### src/hdl/pdxmb_defs.svh
// constants of the extended message builder: offsets, codes, fields, reset values
`ifndef PDXMB_DEFS_SVH
`define PDXMB_DEFS_SVH

// ===================================================================
// extended message type codes
`define PDXMB_XT_RSVD0 5'h00
`define PDXMB_XT_SRC_CAP_EXT 5'h01
`define PDXMB_XT_SRC_STATUS 5'h02
`define PDXMB_XT_GET_BAT_CAP 5'h03
`define PDXMB_XT_GET_BAT_STAT 5'h04
`define PDXMB_XT_BAT_CAPS 5'h05
`define PDXMB_XT_GET_MFR 5'h06
`define PDXMB_XT_MFR_INFO 5'h07
`define PDXMB_XT_SEC_REQ 5'h08
`define PDXMB_XT_SEC_RESP 5'h09
`define PDXMB_XT_FIRST_RSVD 5'h0a
// non-extended codes used here
`define PDXMB_CT_GET_SRC_CAP_EXT 5'h11
`define PDXMB_DT_SRC_ALERT 5'h06

// ===================================================================
// header fields
`define PDXMB_HDR_EXT_BIT 15
`define PDXMB_HDR_NDO_LSB 12
`define PDXMB_SOP_PLAIN 2'h0
`define PDXMB_BLOCK_BYTES 9'h017
`define PDXMB_REPLY_LEN 5'h1b
`define PDXMB_ALERT_LEN 5'h06
`define PDXMB_ALERT_BATT_BIT 8'h02
`define PDXMB_LOAD_STEP_DEF 2'h0

// ===================================================================
// capability block offsets
`define PDXMB_OFS_VID 5'h00
`define PDXMB_OFS_PID 5'h02
`define PDXMB_OFS_CERT 5'h04
`define PDXMB_OFS_FW 5'h08
`define PDXMB_OFS_HW 5'h09
`define PDXMB_OFS_VREG 5'h0a
`define PDXMB_OFS_HOLD 5'h0b
`define PDXMB_OFS_COMPL 5'h0c

// ===================================================================
// register map and reset values
`define PDXMB_REG_CTRL 8'h00
`define PDXMB_REG_STATUS 8'h04
`define PDXMB_REG_CLEAR 8'h08
`define PDXMB_REG_ENABLE 8'h0c
`define PDXMB_REG_HSBAT 8'h10
`define PDXMB_REG_LASTRX 8'h14
`define PDXMB_CTRL_RST 3'h5
`define PDXMB_CTRL_SRC 0
`define PDXMB_CTRL_DRP 1
`define PDXMB_CTRL_ALERT 2
`define PDXMB_EV_REPLY 0
`define PDXMB_EV_ALERT 1
`define PDXMB_EV_UNDEF 2
`define PDXMB_EV_BADSOP 3
`define PDXMB_EV_REFUSE 4
`define PDXMB_EV_W 5

`endif

### src/hdl/pdxmb_pkg.sv
// types shared by the extended message builder
package pdxmb_pkg;
   typedef enum logic [1:0] {IDLE, SEND} pdxmb_state_t;
   typedef enum logic {KIND_REPLY, KIND_ALERT} pdxmb_kind_t;
   typedef struct packed {
      logic [15:0] vid;
      logic [15:0] pid;
      logic [31:0] certId;
      logic [7:0] fwVer;
      logic [7:0] hwVer;
      logic [1:0] loadStep;
      logic [7:0] holdup;
      logic [2:0] compliance;
   } pdxmb_cfg_t;
endpackage

### src/hdl/pdxmb_if.sv
// carriers between the builder and its type checker and block lookup
`timescale 1ns/1ns
`default_nettype none
interface pdxmb_chk_if;
   logic [4:0] msgType;
   logic [1:0] sopType;
   logic roleSrc;
   logic roleDrp;
   logic defined;
   logic sopOk;
   logic sendOk;
   modport user (output msgType, sopType, roleSrc, roleDrp, input defined, sopOk, sendOk);
   modport chk (input msgType, sopType, roleSrc, roleDrp, output defined, sopOk, sendOk);
endinterface

interface pdxmb_rom_if;
   logic [4:0] idx;
   logic [7:0] data;
   pdxmb_pkg::pdxmb_cfg_t cfg;
   modport user (output idx, cfg, input data);
   modport rom (input idx, cfg, output data);
endinterface
`default_nettype wire

### src/hdl/pdxmb_type_check.sv
// extended type legality: defined code, start-of-packet and sender role
`timescale 1ns/1ns
`default_nettype none
`include "pdxmb_defs.svh"
module pdxmb_type_check (
   pdxmb_chk_if.chk c
);
   always_comb begin
      c.defined = (c.msgType != `PDXMB_XT_RSVD0) && (c.msgType < `PDXMB_XT_FIRST_RSVD);
      case (c.msgType)
         `PDXMB_XT_SRC_CAP_EXT, `PDXMB_XT_SRC_STATUS,
         `PDXMB_XT_GET_BAT_CAP, `PDXMB_XT_BAT_CAPS: c.sopOk = (c.sopType == `PDXMB_SOP_PLAIN);
         default: c.sopOk = c.defined;
      endcase
      // this end is never a cable plug, so sink-or-source types always pass
      case (c.msgType)
         `PDXMB_XT_SRC_CAP_EXT: c.sendOk = c.roleSrc || c.roleDrp;
         `PDXMB_XT_SRC_STATUS: c.sendOk = c.roleSrc;
         default: c.sendOk = c.defined;
      endcase
   end
endmodule // pdxmb_type_check
`default_nettype wire

### src/hdl/pdxmb_source_capability_data_block_rom.sv
// capability data block byte lookup by offset
`timescale 1ns/1ns
`default_nettype none
`include "pdxmb_defs.svh"
module pdxmb_source_capability_data_block_rom (
   pdxmb_rom_if.rom r
);
   logic [1:0] step;
   always_comb begin
      // reserved load step codes fall back to the default
      step = r.cfg.loadStep[0] ? `PDXMB_LOAD_STEP_DEF : r.cfg.loadStep;
      case (r.idx)
         `PDXMB_OFS_VID: r.data = r.cfg.vid[7:0];
         `PDXMB_OFS_VID + 5'h01: r.data = r.cfg.vid[15:8];
         `PDXMB_OFS_PID: r.data = r.cfg.pid[7:0];
         `PDXMB_OFS_PID + 5'h01: r.data = r.cfg.pid[15:8];
         `PDXMB_OFS_CERT: r.data = r.cfg.certId[7:0];
         `PDXMB_OFS_CERT + 5'h01: r.data = r.cfg.certId[15:8];
         `PDXMB_OFS_CERT + 5'h02: r.data = r.cfg.certId[23:16];
         `PDXMB_OFS_CERT + 5'h03: r.data = r.cfg.certId[31:24];
         `PDXMB_OFS_FW: r.data = r.cfg.fwVer;
         `PDXMB_OFS_HW: r.data = r.cfg.hwVer;
         `PDXMB_OFS_VREG: r.data = {6'h00, step};
         `PDXMB_OFS_HOLD: r.data = r.cfg.holdup;
         `PDXMB_OFS_COMPL: r.data = {5'h00, r.cfg.compliance};
         // touch and peak current bytes are not built here
         default: r.data = 8'h00;
      endcase
   end
endmodule // pdxmb_source_capability_data_block_rom
`default_nettype wire

### src/hdl/pdxmb_top.sv
// extended message builder: request handling, reply and alert framing, registers
//
// The register addresses and strobed register access were decided locally.
`timescale 1ns/1ns
`default_nettype none
`include "pdxmb_defs.svh"
module pdxmb_top (
   input wire logic clk_sys,
   input wire logic rst,
   // ===================================================================
   // register port
   input wire logic [7:0] regAddr,
   input wire logic [31:0] regWrData,
   input wire logic regWrStb,
   input wire logic regRdStb,
   output logic [31:0] regRdData,
   output logic irq,
   // ===================================================================
   // received message headers from the protocol layer
   input wire logic rxValid,
   input wire logic rxExtended,
   input wire logic [4:0] rxType,
   input wire logic [1:0] rxSop,
   // ===================================================================
   // transmit byte stream
   output logic txValid,
   output logic [7:0] txByte,
   output logic txLast,
   output logic [1:0] txSop,
   input wire logic txReady,
   // ===================================================================
   // battery events and capability configuration
   input wire logic [3:0] hsBatChange,
   input wire logic [15:0] cfgVid,
   input wire logic [15:0] cfgPid,
   input wire logic [31:0] cfgCertId,
   input wire logic [7:0] cfgFwVer,
   input wire logic [7:0] cfgHwVer,
   input wire logic [1:0] cfgLoadStep,
   input wire logic [7:0] cfgHoldup,
   input wire logic [2:0] cfgCompliance
);
   pdxmb_chk_if rxChk();
   pdxmb_chk_if txChk();
   pdxmb_rom_if rom();

   pdxmb_pkg::pdxmb_state_t state_r;
   pdxmb_pkg::pdxmb_kind_t kind_r;
   pdxmb_pkg::pdxmb_cfg_t cfg_r;
   logic cfgLoaded_r;
   logic [2:0] ctrl_r;
   logic [`PDXMB_EV_W-1:0] stat_r;
   logic [`PDXMB_EV_W-1:0] stat_nxt;
   logic [`PDXMB_EV_W-1:0] en_r;
   logic [`PDXMB_EV_W-1:0] events;
   logic [6:0] lastRx_r;
   logic [3:0] hsPend_r;
   logic [3:0] hsSnap_r;
   logic reqPend_r;
   logic [4:0] pos_r;
   logic [4:0] len_r;
   logic doneReply_r;
   logic doneAlert_r;
   logic refuse_r;
   logic txValid_r;
   logic [7:0] txByte_r;
   logic txLast_r;
   logic [31:0] rdData_r;
   logic irq_r;
   logic isRequest;
   logic advance;
   logic [1:0] txSop_r;
   logic extRx;

   // ===================================================================
   // byte at a given stream position
   function automatic logic [7:0] streamByte(
      input pdxmb_pkg::pdxmb_kind_t kind,
      input logic [4:0] pos,
      input logic [3:0] hs,
      input logic [7:0] blockByte
   );
      logic [15:0] msgHdr;
      logic [15:0] extHdr;
      logic [31:0] alertObj;
      msgHdr = 16'h0000;
      extHdr = {7'h00, `PDXMB_BLOCK_BYTES};
      // battery change alert, hot-swap bits at 19:16
      alertObj = {`PDXMB_ALERT_BATT_BIT, 4'h0, hs, 16'h0000};
      if (kind == pdxmb_pkg::KIND_REPLY) begin
         msgHdr[`PDXMB_HDR_EXT_BIT] = 1'b1;
         msgHdr[4:0] = `PDXMB_XT_SRC_CAP_EXT;
      end else begin
         msgHdr[`PDXMB_HDR_NDO_LSB +: 3] = 3'h1;
         msgHdr[4:0] = `PDXMB_DT_SRC_ALERT;
      end
      case (pos)
         5'h00: streamByte = msgHdr[7:0];
         5'h01: streamByte = msgHdr[15:8];
         5'h02: streamByte = (kind == pdxmb_pkg::KIND_REPLY) ? extHdr[7:0] : alertObj[7:0];
         5'h03: streamByte = (kind == pdxmb_pkg::KIND_REPLY) ? extHdr[15:8] : alertObj[15:8];
         5'h04: streamByte = (kind == pdxmb_pkg::KIND_REPLY) ? blockByte : alertObj[23:16];
         5'h05: streamByte = (kind == pdxmb_pkg::KIND_REPLY) ? blockByte : alertObj[31:24];
         default: streamByte = blockByte;
      endcase
   endfunction

   // total bytes of each kind, headers included
   function automatic logic [4:0] msgLen(input pdxmb_pkg::pdxmb_kind_t kind);
      msgLen = (kind == pdxmb_pkg::KIND_REPLY) ? `PDXMB_REPLY_LEN : `PDXMB_ALERT_LEN;
   endfunction

   // ===================================================================
   // configuration capture, taken on the first clock after reset
   // later input changes are ignored until the next reset
   always_ff @(posedge clk_sys or posedge rst) begin
      if (rst) begin
         cfg_r <= '0;
         cfgLoaded_r <= 1'b0;
      end else if (!cfgLoaded_r) begin
         cfgLoaded_r <= 1'b1;
         cfg_r.vid <= cfgVid;
         cfg_r.pid <= cfgPid;
         cfg_r.certId <= cfgCertId;
         cfg_r.fwVer <= cfgFwVer;
         cfg_r.hwVer <= cfgHwVer;
         cfg_r.loadStep <= cfgLoadStep;
         cfg_r.holdup <= cfgHoldup;
         cfg_r.compliance <= cfgCompliance;
      end
   end

   // ===================================================================
   // checkers and block lookup
   assign rxChk.msgType = rxType;
   assign rxChk.sopType = rxSop;
   assign rxChk.roleSrc = ctrl_r[`PDXMB_CTRL_SRC];
   assign rxChk.roleDrp = ctrl_r[`PDXMB_CTRL_DRP];
   assign txChk.msgType = `PDXMB_XT_SRC_CAP_EXT;
   assign txChk.sopType = `PDXMB_SOP_PLAIN;
   assign txChk.roleSrc = ctrl_r[`PDXMB_CTRL_SRC];
   assign txChk.roleDrp = ctrl_r[`PDXMB_CTRL_DRP];
   // offset into the block is the stream position less the two headers
   assign rom.idx = pos_r - 5'h04;
   assign rom.cfg = cfg_r;

   pdxmb_type_check rxCheck (
      .c(rxChk.chk)
   );
   // fixed to the reply type, so it only gates on role
   pdxmb_type_check txCheck (
      .c(txChk.chk)
   );
   pdxmb_source_capability_data_block_rom blockRom (
      .r(rom.rom)
   );

   // ===================================================================
   // request detection
   assign extRx = rxValid && rxExtended;
   assign isRequest = rxValid && !rxExtended &&
      (rxType == `PDXMB_CT_GET_SRC_CAP_EXT) && (rxSop == `PDXMB_SOP_PLAIN);

   always_ff @(posedge clk_sys or posedge rst) begin
      if (rst) begin
         reqPend_r <= 1'b0;
         refuse_r <= 1'b0;
      end else begin
         // a refused request is dropped, only flagged
         refuse_r <= isRequest && !(txChk.sendOk && txChk.sopOk);
         // a new request in the cycle the reply starts stays pending
         if (isRequest && txChk.sendOk && txChk.sopOk) begin
            reqPend_r <= 1'b1;
         end else if (state_r == pdxmb_pkg::IDLE) begin
            reqPend_r <= 1'b0;
         end
      end
   end

   always_ff @(posedge clk_sys or posedge rst) begin
      if (rst) begin
         lastRx_r <= 7'h00;
      end else if (extRx) begin
         // kept for software to see what came last
         lastRx_r <= {rxSop, rxType};
      end
   end

   // ===================================================================
   // hot-swap battery change bits
   always_ff @(posedge clk_sys or posedge rst) begin
      if (rst) begin
         hsPend_r <= 4'h0;
      end else if (doneAlert_r) begin
         // only bits that were sent clear; fresh changes survive
         hsPend_r <= (hsPend_r & ~hsSnap_r) | hsBatChange;
      end else begin
         // sticky until an alert carries them
         hsPend_r <= hsPend_r | hsBatChange;
      end
   end

   // ===================================================================
   // framing state machine
   // a shown byte stays until taken
   assign advance = !txValid_r || txReady;

   always_ff @(posedge clk_sys or posedge rst) begin
      if (rst) begin
         state_r <= pdxmb_pkg::IDLE;
         kind_r <= pdxmb_pkg::KIND_REPLY;
         pos_r <= 5'h00;
         len_r <= 5'h00;
         hsSnap_r <= 4'h0;
         txValid_r <= 1'b0;
         txByte_r <= 8'h00;
         txLast_r <= 1'b0;
         doneReply_r <= 1'b0;
         doneAlert_r <= 1'b0;
      end else begin
         doneReply_r <= 1'b0;
         doneAlert_r <= 1'b0;
         case (state_r)
            pdxmb_pkg::IDLE: begin
               pos_r <= 5'h00;
               // a pending reply goes before an alert
               // no alert in the cycle the sent bits clear, else they go twice
               if (reqPend_r) begin
                  kind_r <= pdxmb_pkg::KIND_REPLY;
                  len_r <= msgLen(pdxmb_pkg::KIND_REPLY);
                  state_r <= pdxmb_pkg::SEND;
               end else if (ctrl_r[`PDXMB_CTRL_ALERT] && (hsPend_r != 4'h0) && cfgLoaded_r && !doneAlert_r) begin
                  kind_r <= pdxmb_pkg::KIND_ALERT;
                  len_r <= msgLen(pdxmb_pkg::KIND_ALERT);
                  // changes during the alert wait for the next one
                  hsSnap_r <= hsPend_r;
                  state_r <= pdxmb_pkg::SEND;
               end
            end
            pdxmb_pkg::SEND: begin
               if (advance) begin
                  if (pos_r == len_r) begin
                     // last byte taken: drop valid and report
                     txValid_r <= 1'b0;
                     txLast_r <= 1'b0;
                     state_r <= pdxmb_pkg::IDLE;
                     doneReply_r <= (kind_r == pdxmb_pkg::KIND_REPLY);
                     doneAlert_r <= (kind_r == pdxmb_pkg::KIND_ALERT);
                  end else begin
                     txValid_r <= 1'b1;
                     txByte_r <= streamByte(kind_r, pos_r, hsSnap_r, rom.data);
                     txLast_r <= (pos_r == len_r - 5'h01);
                     pos_r <= pos_r + 5'h01;
                  end
               end
            end
            default: state_r <= pdxmb_pkg::IDLE;
         endcase
      end
   end

   // ===================================================================
   // events and interrupt
   always_comb begin
      events = '0;
      events[`PDXMB_EV_REPLY] = doneReply_r;
      events[`PDXMB_EV_ALERT] = doneAlert_r;
      events[`PDXMB_EV_UNDEF] = extRx && !rxChk.defined;
      events[`PDXMB_EV_BADSOP] = extRx && rxChk.defined && !rxChk.sopOk;
      events[`PDXMB_EV_REFUSE] = refuse_r;
      stat_nxt = stat_r;
      // a clear write acts in its own cycle
      if (regWrStb && (regAddr == `PDXMB_REG_CLEAR)) begin
         stat_nxt = stat_nxt & ~regWrData[`PDXMB_EV_W-1:0];
      end
      // set wins over a clear in the same cycle
      stat_nxt = stat_nxt | events;
   end

   always_ff @(posedge clk_sys or posedge rst) begin
      if (rst) begin
         stat_r <= '0;
         irq_r <= 1'b0;
      end else begin
         stat_r <= stat_nxt;
         // from the next status, so irq rises with its bit
         irq_r <= |(stat_nxt & en_r);
      end
   end

   // ===================================================================
   // register writes and reads
   always_ff @(posedge clk_sys or posedge rst) begin
      if (rst) begin
         ctrl_r <= `PDXMB_CTRL_RST;
         en_r <= '0;
      end else if (regWrStb) begin
         case (regAddr)
            `PDXMB_REG_CTRL: ctrl_r <= regWrData[2:0];
            `PDXMB_REG_ENABLE: en_r <= regWrData[`PDXMB_EV_W-1:0];
            default: ;
         endcase
      end
   end

   always_ff @(posedge clk_sys or posedge rst) begin
      if (rst) begin
         rdData_r <= 32'h00000000;
      end else if (regRdStb) begin
         case (regAddr)
            `PDXMB_REG_CTRL: rdData_r <= {29'h00000000, ctrl_r};
            `PDXMB_REG_STATUS: rdData_r <= {27'h0000000, stat_r};
            `PDXMB_REG_ENABLE: rdData_r <= {27'h0000000, en_r};
            `PDXMB_REG_HSBAT: rdData_r <= {12'h000, hsPend_r, 16'h0000};
            `PDXMB_REG_LASTRX: rdData_r <= {25'h0000000, lastRx_r};
            // unmapped and write-only addresses read as zero
            default: rdData_r <= 32'h00000000;
         endcase
      end else begin
         rdData_r <= 32'h00000000;
      end
   end

   // ===================================================================
   // packet type, plain for both messages
   always_ff @(posedge clk_sys or posedge rst) begin
      if (rst) begin
         txSop_r <= 2'h0;
      end else begin
         txSop_r <= `PDXMB_SOP_PLAIN;
      end
   end

   // ===================================================================
   // outputs
   assign regRdData = rdData_r;
   assign irq = irq_r;
   assign txValid = txValid_r;
   assign txByte = txByte_r;
   assign txLast = txLast_r;
   assign txSop = txSop_r;
endmodule // pdxmb_top
`default_nettype wire

### config.mk
export PLATFORM = sky130hd
export DESIGN_NAME = pdxmb_top
export DESIGN_NICKNAME = d
export VERILOG_FILES = /design/src/hdl/pdxmb_pkg.sv /design/src/hdl/pdxmb_if.sv /design/src/hdl/pdxmb_type_check.sv /design/src/hdl/pdxmb_source_capability_data_block_rom.sv /design/src/hdl/pdxmb_top.sv
export VERILOG_INCLUDE_DIRS = /design/src /design/src/hdl
export SDC_FILE = /design/constraint.sdc
export NUM_CORES = 1
export LEC_CHECK = 0
export BUFFER_PORTS_ARGS = -buffer_cell sky130_fd_sc_hd__buf_4
export CORE_MARGIN = 1
export CORE_UTILIZATION = 53
export CTS_CLUSTER_SIZE = 30
export DETAILED_ROUTE_END_ITERATION = 6
export GPL_ROUTABILITY_DRIVEN = 0
export PLACE_DENSITY = 0.78
export SYNTH_ARGS = -nofsm -noshare
export SYNTH_HDL_FRONTEND = slang
export SYNTH_SLANG_ARGS = --single-unit
export TNS_END_PERCENT = 100
### constraint.sdc
create_clock -name clk_sys -period 6.45 [get_ports clk_sys]
set_clock_uncertainty 0.2 [all_clocks]
set_input_delay 0.645 -clock clk_sys [delete_from_list [all_inputs] [get_ports clk_sys]]
set_output_delay 0.645 -clock clk_sys [all_outputs]
set_load 0.02 [all_outputs]
### Word level (Yosys, flattened, before mapping)

Index checks and enable logic that the tools add are counted.
Widths: inputs -> output; s select.

| word-level totals | value |
|---|---|
| register bits | 182 |
| bits in read-only memories | 0 |
| memory bits (writable) | 0 |
| bits in latches | 0 |
| memories kept | 0 |

| operators by class | value |
|---|---|
| bitwise logic cells | 11 |
| equal/unequal tests | 34 |
| multiplexer cells | 36 |
| shifts and indexed selects | 0 |
| multipliers | 0 |
| magnitude comparators | 1 |
| reductions and logical operators | 42 |
| div/mod/pow operators | 0 |
| add/subtract/negate cells | 3 |

Operators with widths:

| kind | count |
|---|---|
| $pmux 8 s13 | 1 |
| $pmux 20 s5 | 1 |
| $pmux 8 s6 | 1 |
| $eq 5x3->1 const B | 7 |
| $mux 32 | 1 |
| $eq 5x2->1 const B | 6 |
| $mux 5 | 6 |
| $eq 5x4->1 const B | 5 |
| $eq 8x4->1 const B | 2 |
| $eq 8x5->1 const B | 2 |
| $mux 8 | 2 |
| $eq 5x1->1 const B | 3 |
| $mux 1 | 15 |
| $logic_and 1x1->1 | 14 |
| $reduce_and 3->1 | 4 |
| $and 5x5->5 | 2 |
| $eq 5x5->1 | 2 |
| $logic_not 5->1 | 2 |
| $mux 2 | 5 |
| $pmux 5 s2 | 1 |
| $eq 8x3->1 const B | 1 |
| $logic_not 8->1 | 1 |
| $or 4x4->4 | 2 |
| $reduce_and 2->1 | 4 |
| other kinds (24) | 37 |

### Logic depth before layout (Yosys ltp)

Gate-level depths: netlist (run 1).

| depth | value |
|---|---|
| depth after elaboration | 8 |
| mapped depth | 9 |
| mapped depth without buffers | 7 |

### By module

A second synthesis (run 1) with hierarchy kept.

| unflattened totals | value |
|---|---|
| cell total of the unflattened synthesis | 671 |
| area total of the unflattened synthesis | 7932.6 um^2 |

Modules (own cells, without submodules):

| module | cells an instance | sequential area each (um^2) | times used | area an instance (um^2) |
|---|---|---|---|---|
| pdxmb_top | 522 | 3931.3 | 1 | 6820.3 |
| pdxmb_source_capability_data_block_rom | 123 | 0.0 | 1 | 959.7 |
| pdxmb_type_check | 13 | 0.0 | 2 | 76.3 |

### Worst setup path before layout (run 1)

No wires, ideal clock.

| timing path | value |
|---|---|
| path type | input port to flip-flop |
| from | input regAddr[0] |
| to | register en_r[0] |
| arrival time | 2.079 ns |
| cell stages on the path | 4 |
| required time | 6.125 ns |
| slack | 4.046 ns |
| cell sequence | or4_4 > or2_4 > nor3_4 > mux2_2 |

| between the ends | value |
|---|---|
| cells in the longest elaborated chain, start to end | 2 |

RTL lines:

| element | line | RTL |
|---|---|---|
| start, declared | pdxmb_top.sv:12 | `input wire logic [7:0] regAddr,` |
| $eq 8x4->1 | pdxmb_top.sv:298 | `case (regAddr)` |
| $reduce_and 2->1 (no line) | -- |  |
| end signal, assigned | pdxmb_top.sv:300 | `` `PDXMB_REG_ENABLE: en_r <= regWrData[`PDXMB_EV_W-1:0]; `` |
| end, declared | pdxmb_top.sv:54 | `` logic [`PDXMB_EV_W-1:0] en_r; `` |

Every way passes these cells.
A chain may end at the register's enable or synchronous reset.

### Worst setup path in the final report (run 1)

| timing path | value |
|---|---|
| from | register pos_r[3] |
| to | register txByte_r[0] (netlist: txByte[0]) |

| between the ends | value |
|---|---|
| cells in the longest elaborated chain, start to end | 5 |
| elaborated cells between the ends (all ways) | 27 |
| those cells by class | add/sub (1); eq/ne (18); mux (4); bitwise (1); reduce/logical (3) |

RTL lines:

| element | line | RTL |
|---|---|---|
| start, declared | pdxmb_top.sv:60 | `logic [4:0] pos_r;` |
| start signal, assigned | pdxmb_top.sv:253 | `pos_r <= pos_r + 5'h01;` |
| $sub 5x3->5 | pdxmb_top.sv:144 | `assign rom.idx = pos_r - 5'h04;` |
| $eq 5x4->1, or another cell as far along | pdxmb_source_capability_data_block_rom.sv:12 | `case (r.idx)` |
| $pmux 8 s13 | pdxmb_source_capability_data_block_rom.sv:12 |  |
| $mux 8, on equally long branches | pdxmb_top.sv:103, pdxmb_top.sv:102 |  |
| $pmux 8 s6 | pdxmb_top.sv:97 | `case (pos)` |
| end signal, assigned | pdxmb_top.sv:251 | `txByte_r <= streamByte(kind_r, pos_r, hsSnap_r, rom.data);` |
| end, declared | pdxmb_top.sv:66 | `logic [7:0] txByte_r;` |

Several ways; a longest one is shown, not always the timed one.

==> out/results.tsv, run 1 <==
stage	metric	value	unit
status	outcome	finished, final reports clean	
sta	setup TNS	0	ps
sta	Final Cycle Share	47.77	%
detailed_routing	Vias/cell	5.798	
critical_path	CP top delay family	compound AO/OA/AOI/OAI gates	
cts	post-cts resize count	0	
global_route	first-pass GRT wire length	28.65	mm
pwr	VDD IR max	211.8	µV
yosys	post-synthesis cell count	644	
pwr	net switching power	845.9	µW
yosys	Distinct cells, synth	67	
place	Port-buffer cells	145	
sta	Final setup viols	0	
global_route	total grt overflow	0	
detailed_routing	final wirelength	17.72	mm
pwr	Reg power frac	42.4	%
detailed_routing	first drt pass iteration count	5	
sta	Fin Hold WS	163.2	ps
critical_path	Critical Path RT	6590	ps
sta	Final Hold Viols	0	
floorplanning	Starting Density	54.37	%
pwr	switch share	29.49	%
critical_path	R2R Path Start	pos_r[3]	
critical_path	Worst setup SP type	register	
finish	Final nets	930	
critical_path	crit path max fanout	17	
yosys	Syn. warnings	0	
run	max capacitance violation total	0	
sta	fmax	324.5	MHz
finish	number of diodes	0	
min_path	min-delay worst type	in2async	
floorplanning	core footprint	13880	µm²
sta	worst slew pin tran	1155	ps
critical_path	R2R depth	6	
pwr	leakage power	0.004051	µW
detailed_routing	Antenna Nets Post-Route	0	
yosys	Synth top area share	51.39	%
yosys	synthesized cell area	7547	µm²
yosys	register area share after synthesis	52.09	%
pwr	Cell Pwr Density	310.0	nW/µm²
floorplanning	full die area	14720	µm²
global_route	gr usage total	25.74	%
critical_path	Slowest-stage cell, CP	nor2b_1	
cts	Post-CTS Setup Inserts	0	
global_route	largest net degree at the start of global routing	94	
sta	min cycle time layout	3081	ps
sta	unrepaired setup endpoints after global routing	false	
yosys	Syn Area/Cell	11.72	µm²
cts	clock slew at reported path FFs	60	ps
global_route	vias in the first global route	5703	
critical_path	RR Endpoint	txByte[0]	
detailed_routing	initial DRC count	489	
critical_path	CP bufs+invs	1	
sta	Slew headroom	23.01	%
critical_path	crit path DAT	3220	ps
cts	clk_lat worst skew	420	ps
yosys	post-synthesis async set-or-reset flop share	100.0	%
critical_path	R2R Setup Slk	3370	ps
pwr	Internal Power	2022	µW
critical_path	Critical Path Sink Type	register	
floorplanning	Die H	121.3	µm
sta	max-slew violation count	0	
cts	hold-fix buffer count after cts	0	
global_route	initial antenna violation count	0	
floorplanning	I/O pin total	196	
finish	layout cells sized above 1	39.64	%
critical_path	Max stage delay on crit path	820	ps
finish	Area Overhead vs Synth	22.61	%
cts	clock sink total	157	
place	Detailed Place HPWL	12.49	mm
yosys	Post-synth EDFFs	0	
critical_path	WP depth	6	
cts	maximum clock path buffer count	2	
cts	H-Tree Depth	4	
cts	Clock Tree Root	clkbuf_16	
pwr	Clk pwr share	35.5	%
cts	total CTS buffers	17	
critical_path	Cell Chain, Critical Path	buf_4 -> nor2b_1 -> a22oi_1 -> o221ai_1 -> o21ai_0 -> a31oi_1	
pwr	Gate power share	22.1	%
yosys	Synth area leaders	dfrtp_1, mux2_2, buf_4, a22oi_1, nand2_1	
yosys	Synth Flop Type	dfrtp_1	
cts	CTS tree	built	
critical_path	CP Class	reg2reg	
floorplanning	Die Width	121.3	µm
detailed_routing	vias	5607	
yosys	Yosys reg bits	157	
yosys	leading area contributor after synthesis	dfrtp_1	
floorplanning	Cell Rows	43	
detailed_routing	DR WL/cell	18.33	µm
detailed_routing	DRC violations left	0	
-- power by group through the flow --
stage	Clock, µW	Combinational (µW)	Sequential [µW]
global placement	0	604	1220
global route	1080	697	1230
floorplan	0	442	1200
detailed placement	0	627	1230
CTS	1030	633	1220
finish	1020	634	1220
-- area by class of cell --
| class | instances | area [µm²] |
|---|---|---|
| Fill cell | 1040 | 4627 |
| Timing Repair Buffer | 149 | 1119 |
| Multi-Input combinational cell | 438 | 3327 |
| Tap cell | 180 | 225.2 |
| Clock buffer | 22 | 464.2 |
| Sequential cell | 157 | 3935 |
| Inverter | 11 | 46.29 |
| Clock inverter | 10 | 137.6 |
-- placed cells by master (no fill, tap or decap), types with 4 or more instances in the layout --
cell type and instances:
dfrtp_1 154, buf_4 149, mux2_2 118, nand2_1 36
nor2_1 33, conb_1 24, a22oi_1 23, o21ai_0 17
clkbuf_16 17, a21oi_1 13, nor3_1 12, and2_1 11
inv_1 10, mux2i_1 10, nand3_1 10, a31oi_1 9
nand2b_1 8, xnor2_1 8, o22ai_1 7, nor2b_1 6
nand3b_1 6, and3_1 6, ha_1 5, or3b_2 4
nor4_1 4, nand4_1 4, a32oi_1 4, a21o_1 4
o221ai_1 4
-- metrics by stage --
stage	worst slack (ps)	util [%]	total power, µW	instances	instance area (µm²)
global route	3188	66.67	3007	967	9254
global placement	3557	62.33	1826	935	8652
CTS	3408	66.67	2880	967	9254
detailed placement	3461	62.33	1859	935	8652
finish	3369	66.67	2868	967	9254
floorplan	1373	-	1645	666	7630
-- metal layers --
metal	GRT usage, %	up-vias	wire [µm]
met3	5.498	32	1347
met5	0	-	0
li1	-	2555	-
met2	41.87	272	8624
met4	9.568	0	398
met1	33.75	2748	7351
-- logic make-up after synthesis --
| logic type | synth area share [%] |
|---|---|
| other | 0.09951 |
| buffers and inverters | 4.924 |
| adder cells (fa/ha/maj) | 0.8289 |
| AND/OR/NAND/NOR | 11.52 |
| multiplexers | 18.93 |
| flip-flops | 52.09 |
| XOR/XNOR | 1.161 |
| AO/OA/AOI/OAI | 10.44 |
-- Yosys cell counts (11+ instances only) --
library cell and count:
buf_4 25, a22oi_1 23, dfrtp_1 155, inv_1 11, and2_1 11, clkbuf_1 24, o21ai_0 17, nand2_1 36
a21oi_1 13, nor3_1 12, mux2_2 118, nor2_1 33
-- state kept, by name (all words and copies together) (netlist names) --
register	cells
state_r	1
cfg_r	93
stat_r	5
doneAlert_r	1
hsSnap_r	4
txLast	1
txValid	1
len_r	3
cfgLoaded_r	1
en_r	5
doneReply_r	1
reqPend_r	1
refuse_r	1
pos_r	5
hsPend_r	4
irq	1
ctrl_r	3
regRdData	11
lastRx_r	7
txByte	8
-- worst max path at each step --
stage | startpoint | end | slack, ps
6_report | pos_r[3] | txByte[0] | 3370
3_3_place_gp | pos_r[3] | txByte[1] | 3560
4_1_cts | pos_r[3] | txByte[0] | 3410
3_5_place_dp | pos_r[3] | txByte[0] | 3460
5_1_grt | pos_r[3] | txByte[0] | 3190
2_1_floorplan | rst | cfgLoaded_r | 1370
Power figures use the tool's default switching activity.
==> inputs of run 2 (changes only) <==
==> constraint.sdc (replaced) <==
create_clock -name clk_sys -period 3.23 [get_ports clk_sys]
set_clock_uncertainty 0.2 [all_clocks]
set_input_delay 0.323 -clock clk_sys [delete_from_list [all_inputs] [get_ports clk_sys]]
set_output_delay 0.323 -clock clk_sys [all_outputs]
set_load 0.02 [all_outputs]
==> out/results.tsv, run 2 (synthesis results as in run 1) <==
stage	metric	value	unit
status	outcome	finished, violations left	
status	failing checks	negative hold slack	
place	Port-buffer cells	145	
sta	min cycle time layout	2711	ps
finish	Biggest register	cfg_r	
sta	Fin Hold WS	-133.1	ps
cts	Clock Tree Root	clkbuf_16	
sta	worst setup slack after layout	519.4	ps
sta	worst slew pin tran	914.3	ps
run	max capacitance violation total	0	
sta	fmax	368.9	MHz
floorplanning	core footprint	13880	µm²
pwr	leakage power	0.004517	µW
floorplanning	I/O pin total	196	
floorplanning	Die H	121.3	µm
cts	maximum clock path buffer count	2	
pwr	VDD IR max	440.5	µV
finish	layout cells sized above 1	35.40	%
sta	Final setup viols	0	
critical_path	R2R depth	7	
finish	Finished Cell Area	10370	µm²
sta	Final Hold Viols	72	
min_path	min-delay worst type	in2async	
global_route	initial antenna violation count	1	
pwr	net switching power	1737	µW
global_route	gr usage total	29.17	%
floorplanning	Starting Density	54.37	%
sta	setup TNS	0	ps
sta	unrepaired setup endpoints after global routing	false	
sta	max-slew violation count	0	
finish	fillers	902	
critical_path	Max stage delay on crit path	480	ps
detailed_routing	Vias/cell	5.706	
critical_path	CP top delay family	compound AO/OA/AOI/OAI gates	
cts	post-cts resize count	0	
critical_path	Slowest-stage cell, CP	a211oi_1	
finish	commonest non-fill, non-tap cell in the layout	buf_4	
critical_path	crit path max fanout	19	
detailed_routing	DRC violations left	0	
detailed_routing	final wirelength	20.51	mm
sta	Final Cycle Share	83.92	%
critical_path	RR Endpoint	txByte[2]	
global_route	total grt overflow	0	
floorplanning	Cell Rows	43	
critical_path	Worst setup SP type	register	
place	Detailed Place HPWL	12.86	mm
pwr	Internal Power	3978	µW
floorplanning	full die area	14720	µm²
pwr	Cell Pwr Density	551.0	nW/µm²
global_route	vias in the first global route	6473	
detailed_routing	DR WL/cell	18.90	µm
cts	Post-CTS Setup Inserts	0	
floorplanning	Die Width	121.3	µm
pwr	switch share	30.40	%
detailed_routing	first drt pass iteration count	7	
detailed_routing	vias	6191	
critical_path	Cell Chain, Critical Path	inv_1 -> ha_1 -> o21ai_0 -> a211oi_1 -> a211oi_1 -> o21ai_0 -> a31oi_1	
global_route	first-pass GRT wire length	32.48	mm
detailed_routing	initial DRC count	558	
cts	clock sink total	157	
place	worst slack, placed	665.2	ps
critical_path	Critical Path RT	3370	ps
critical_path	R2R Setup Slk	520	ps
cts	CTS tree	built	
cts	H-Tree Depth	4	
critical_path	CP Class	reg2reg	
place	placed cell area	8723	µm²
pwr	Clk pwr share	32.9	%
cts	total CTS buffers	17	
finish	most frequent cells in the layout	buf_4, dfrtp_1, mux2_2	
finish	max reg flops	93	
sta	Slew headroom	39.05	%
detailed_routing	Antenna Nets Post-Route	0	
cts	clock slew at reported path FFs	60	ps
finish	Final nets	1047	
global_route	largest net degree at the start of global routing	158	
pwr	Gate power share	24.1	%
critical_path	Critical Path Sink Type	register	
critical_path	crit path DAT	2850	ps
finish	Area Overhead vs Synth	37.43	%
critical_path	CP bufs+invs	1	
critical_path	R2R Path Start	pos_r[1]	
pwr	Reg power frac	43.0	%
cts	clk_lat worst skew	430	ps
critical_path	WP depth	7	
## run 2: cell types whose count changed in the layout (fill, tap and decap cells not counted)
cell / delta
inv_6: -2
diode_2: +1
bufinv_16: -2
buf_12: +1
buf_4: +7
clkinvlp_4: +4
dlygate4sd3_1: +109
## run 2: worst max path at each step
stage	end	slack, ps	startpoint
final	txByte[2]	520	pos_r[1]
after global routing	txByte[2]	330	pos_r[1]
after CTS	txByte[3]	600	pos_r[4]
after detailed placement	txByte[3]	670	pos_r[4]
after global placement	txByte[3]	710	pos_r[4]
after floorplan	cfgLoaded_r	720	rst
## run 2: layer usage
layer  vias up  part of all wire [%]  track usage [%]
met4         0                   3.9            15.12
met2       288                    51            49.36
met3        58                   6.5            6.391
met5         -                     0                0
li1       2792                     -                -
met1      3053                    39            34.70
## run 2: stage by stage
step	instances	total power (µW)	utilization (%)	hold slack, ps
after CTS	1084	5681	74.71	0.4873
after detailed placement	943	3710	62.84	248.7
final	1085	5715	74.73	-133.1
after global routing	1085	5963	74.73	0.2524
after floorplan	666	3286	-	215.3
after global placement	943	3652	62.84	241.3
## run 2: power groups by stage
stage / logic [µW] / registers (µW) / clock network, µW
floorplan: 884 / 2400 / 0
global placement: 1190 / 2460 / 0
detailed placement: 1230 / 2480 / 0
CTS: 1350 / 2450 / 1890
global route: 1500 / 2490 / 1980
finish: 1380 / 2460 / 1880
## run 2: repair_timing
item,in CTS,in global routing
hold endpoints to repair,112,0
hold buffers,109,0
endpoints found under the setup margin,0,0
## run 2: layout make-up
type	instances	area [µm²]	share of cell area, %
multi-input cells	438	3327	32.07
clock buffers	22	464.2	4.475
diodes	1	2.502	0.02413
inverters	11	45.04	0.4343
clock inverters	10	91.34	0.8806
flip-flops and latches	157	3935	37.94
repair buffers	266	2282	22.00
well taps	180	225.2	2.171
## run 2: tightest hold or removal path, stage by stage
cell        delay, ps
buf_4             120
clkinvlp_4         70
buf_12            490
==> inputs of run 3 (changes only) <==
==> constraint.sdc (replaced) <==
create_clock -name clk_sys -period 2.6 [get_ports clk_sys]
set_clock_uncertainty 0.2 [all_clocks]
set_input_delay 0.26 -clock clk_sys [delete_from_list [all_inputs] [get_ports clk_sys]]
set_output_delay 0.26 -clock clk_sys [all_outputs]
set_load 0.02 [all_outputs]
==> out/results.tsv, run 3 (synthesis results as in run 1) <==
stage	metric	value	unit
status	outcome	finished, final reports clean	
finish	Finished Core Util	76.71	%
min_path	min-delay worst type	in2reg	
detailed_routing	DR WL/cell	20.18	µm
global_route	largest net degree at the start of global routing	100	
sta	max-slew violation count	0	
cts	CTS tree	built	
finish	Final nets	1066	
sta	min cycle time layout	2536	ps
cts	clock sink total	157	
floorplanning	Die Width	121.3	µm
cts	total CTS buffers	17	
floorplanning	full die area	14720	µm²
finish	max reg flops	93	
global_route	initial antenna violation count	0	
cts	Post-CTS Setup Inserts	0	
sta	setup TNS	0	ps
place	placed cell area	8866	µm²
floorplanning	Starting Density	54.37	%
critical_path	CP top delay family	compound AO/OA/AOI/OAI gates	
finish	Biggest register	cfg_r	
critical_path	crit path DAT	2630	ps
floorplanning	I/O pin total	196	
sta	Slew headroom	51.58	%
global_route	first-pass GRT wire length	35.46	mm
detailed_routing	initial DRC count	710	
place	Detailed Place HPWL	13.23	mm
critical_path	RR Endpoint	txByte[6]	
global_route	vias in the first global route	6739	
cts	Clock Tree Root	clkbuf_16	
cts	clock slew at reported path FFs	60	ps
run	max capacitance violation total	0	
sta	unrepaired setup endpoints after global routing	false	
finish	layout cells sized above 1	36.66	%
critical_path	R2R Path Start	pos_r[0]	
finish	commonest non-fill, non-tap cell in the layout	buf_4	
finish	Finished Cell Area	10650	µm²
critical_path	R2R depth	8	
sta	worst slew pin tran	726.3	ps
critical_path	WP depth	8	
finish	fillers	848	
cts	maximum clock path buffer count	2	
critical_path	R2R Setup Slk	60	ps
detailed_routing	Antenna Nets Post-Route	0	
critical_path	CP bufs+invs	2	
critical_path	Critical Path Sink Type	register	
floorplanning	Cell Rows	43	
pwr	leakage power	0.004661	µW
finish	most frequent cells in the layout	buf_4, dfrtp_1, mux2_2	
critical_path	CP endpoint	txByte[6]	
detailed_routing	DRC violations left	0	
sta	Final Cycle Share	97.55	%
cts	clk_lat worst skew	430	ps
floorplanning	Die H	121.3	µm
sta	fmax	394.3	MHz
finish	number of diodes	0	
critical_path	CP startpoint	pos_r[0]	
cts	H-Tree Depth	4	
place	Placed Cells	957	
floorplanning	core footprint	13880	µm²
critical_path	CP Class	reg2reg	
detailed_routing	Vias/cell	5.823	
pwr	total power	7582	µW
global_route	total grt overflow	0	
place	Port-buffer cells	145	
finish	Area Overhead vs Synth	41.08	%
critical_path	Cell Chain, Critical Path	inv_1 -> ha_2 -> buf_4 -> a22oi_1 -> o22ai_1 -> a311o_1 -> a311oi_1 -> o21ai_0	
detailed_routing	final wirelength	22.24	mm
global_route	gr usage total	32.03	%
finish	final std cells w/o fill	1102	
sta	Final Hold Viols	0	
sta	Final setup viols	0	
detailed_routing	first drt pass iteration count	6	
critical_path	Slowest-stage cell, CP	dfrtp_1	
critical_path	Max stage delay on crit path	450	ps
critical_path	Critical Path RT	2700	ps
critical_path	crit path max fanout	14	
critical_path	Worst setup SP type	register	
pwr	VDD IR max	524.3	µV
detailed_routing	vias	6417	
pwr	Cell Pwr Density	712.0	nW/µm²
-- run 3: cell types whose count changed in the layout (fill, tap and decap cells not counted), sizes merged, moves of 2 or more --
cell	previous run	this run
buf	157	171
bufinv	1	4
clkbuf	22	20
dlygate4sd3	109	114
-- run 3: report_power, final --
group	switching, µW	internal (µW)	leakage [µW]	total, µW
clock	1020	1670	0.000300	2690
combinational	938	902	0.00249	1840
sequential	302	2750	0.00187	3050
-- run 3: routing by layer --
| layer | wire, µm | vias to the layer above | part of all wire (%) | GRT usage (%) |
|---|---|---|---|---|
| li1 | - | 2819 | - | - |
| met1 | 8352 | 3207 | 38 | 38.29 |
| met2 | 11530 | 312 | 52 | 55.15 |
| met3 | 1471 | 79 | 6.6 | 7.190 |
| met4 | 885 | 0 | 4.0 | 13.89 |
| met5 | 0 | - | 0 | 0 |
-- run 3: worst min path at each step --
stage / startpoint / endpoint / slack, ps / cells after the start
6_report: regAddr[3] / regRdData[0] / 40 / 3
5_1_grt: regAddr[6] / stat_r[1] / 60 / 4
4_1_cts: regAddr[3] / regRdData[0] / 20 / 3
3_5_place_dp: hsBatChange[2] / hsPend_r[2] / 240 / 2
3_3_place_gp: hsBatChange[3] / hsPend_r[3] / 240 / 2
2_1_floorplan: hsBatChange[0] / hsPend_r[0] / 150 / 1
-- run 3: what timing repair did --
| action | CTS | global route |
|---|---|---|
| setup endpoints to repair | 0 | 6 |
| resized for setup | 0 | 3 |
| hold buffers | 114 | 0 |
| endpoints found under the hold margin | 275 | 0 |
-- run 3: final cells by class --
cell class,instances,area (µm²),area share (%)
inverter,11,45.04,0.4230
clock buffer,20,466.7,4.383
timing repair buffer,285,2475,23.24
tap,180,225.2,2.115
sequential,157,3935,36.96
multi-input combinational,438,3336,31.33
clock inverter,11,165.2,1.551
-- run 3: per-stage QoR --
stage,hold slack [ps],worst slack (ps)
after floorplan,152.3,154.8
after global placement,240.6,127.2
after detailed placement,244.8,76.55
after CTS,23.31,73.16
after global routing,63.01,18.04
final,36.49,63.70
-- run 3: worst register-to-register path, delay by kind of cell, from the launching register on --
family / cells / cell delay [ps]
flops: 1 / 450
compound gates: 5 / 1060
buf+inv: 2 / 360
fa+ha+maj: 1 / 320
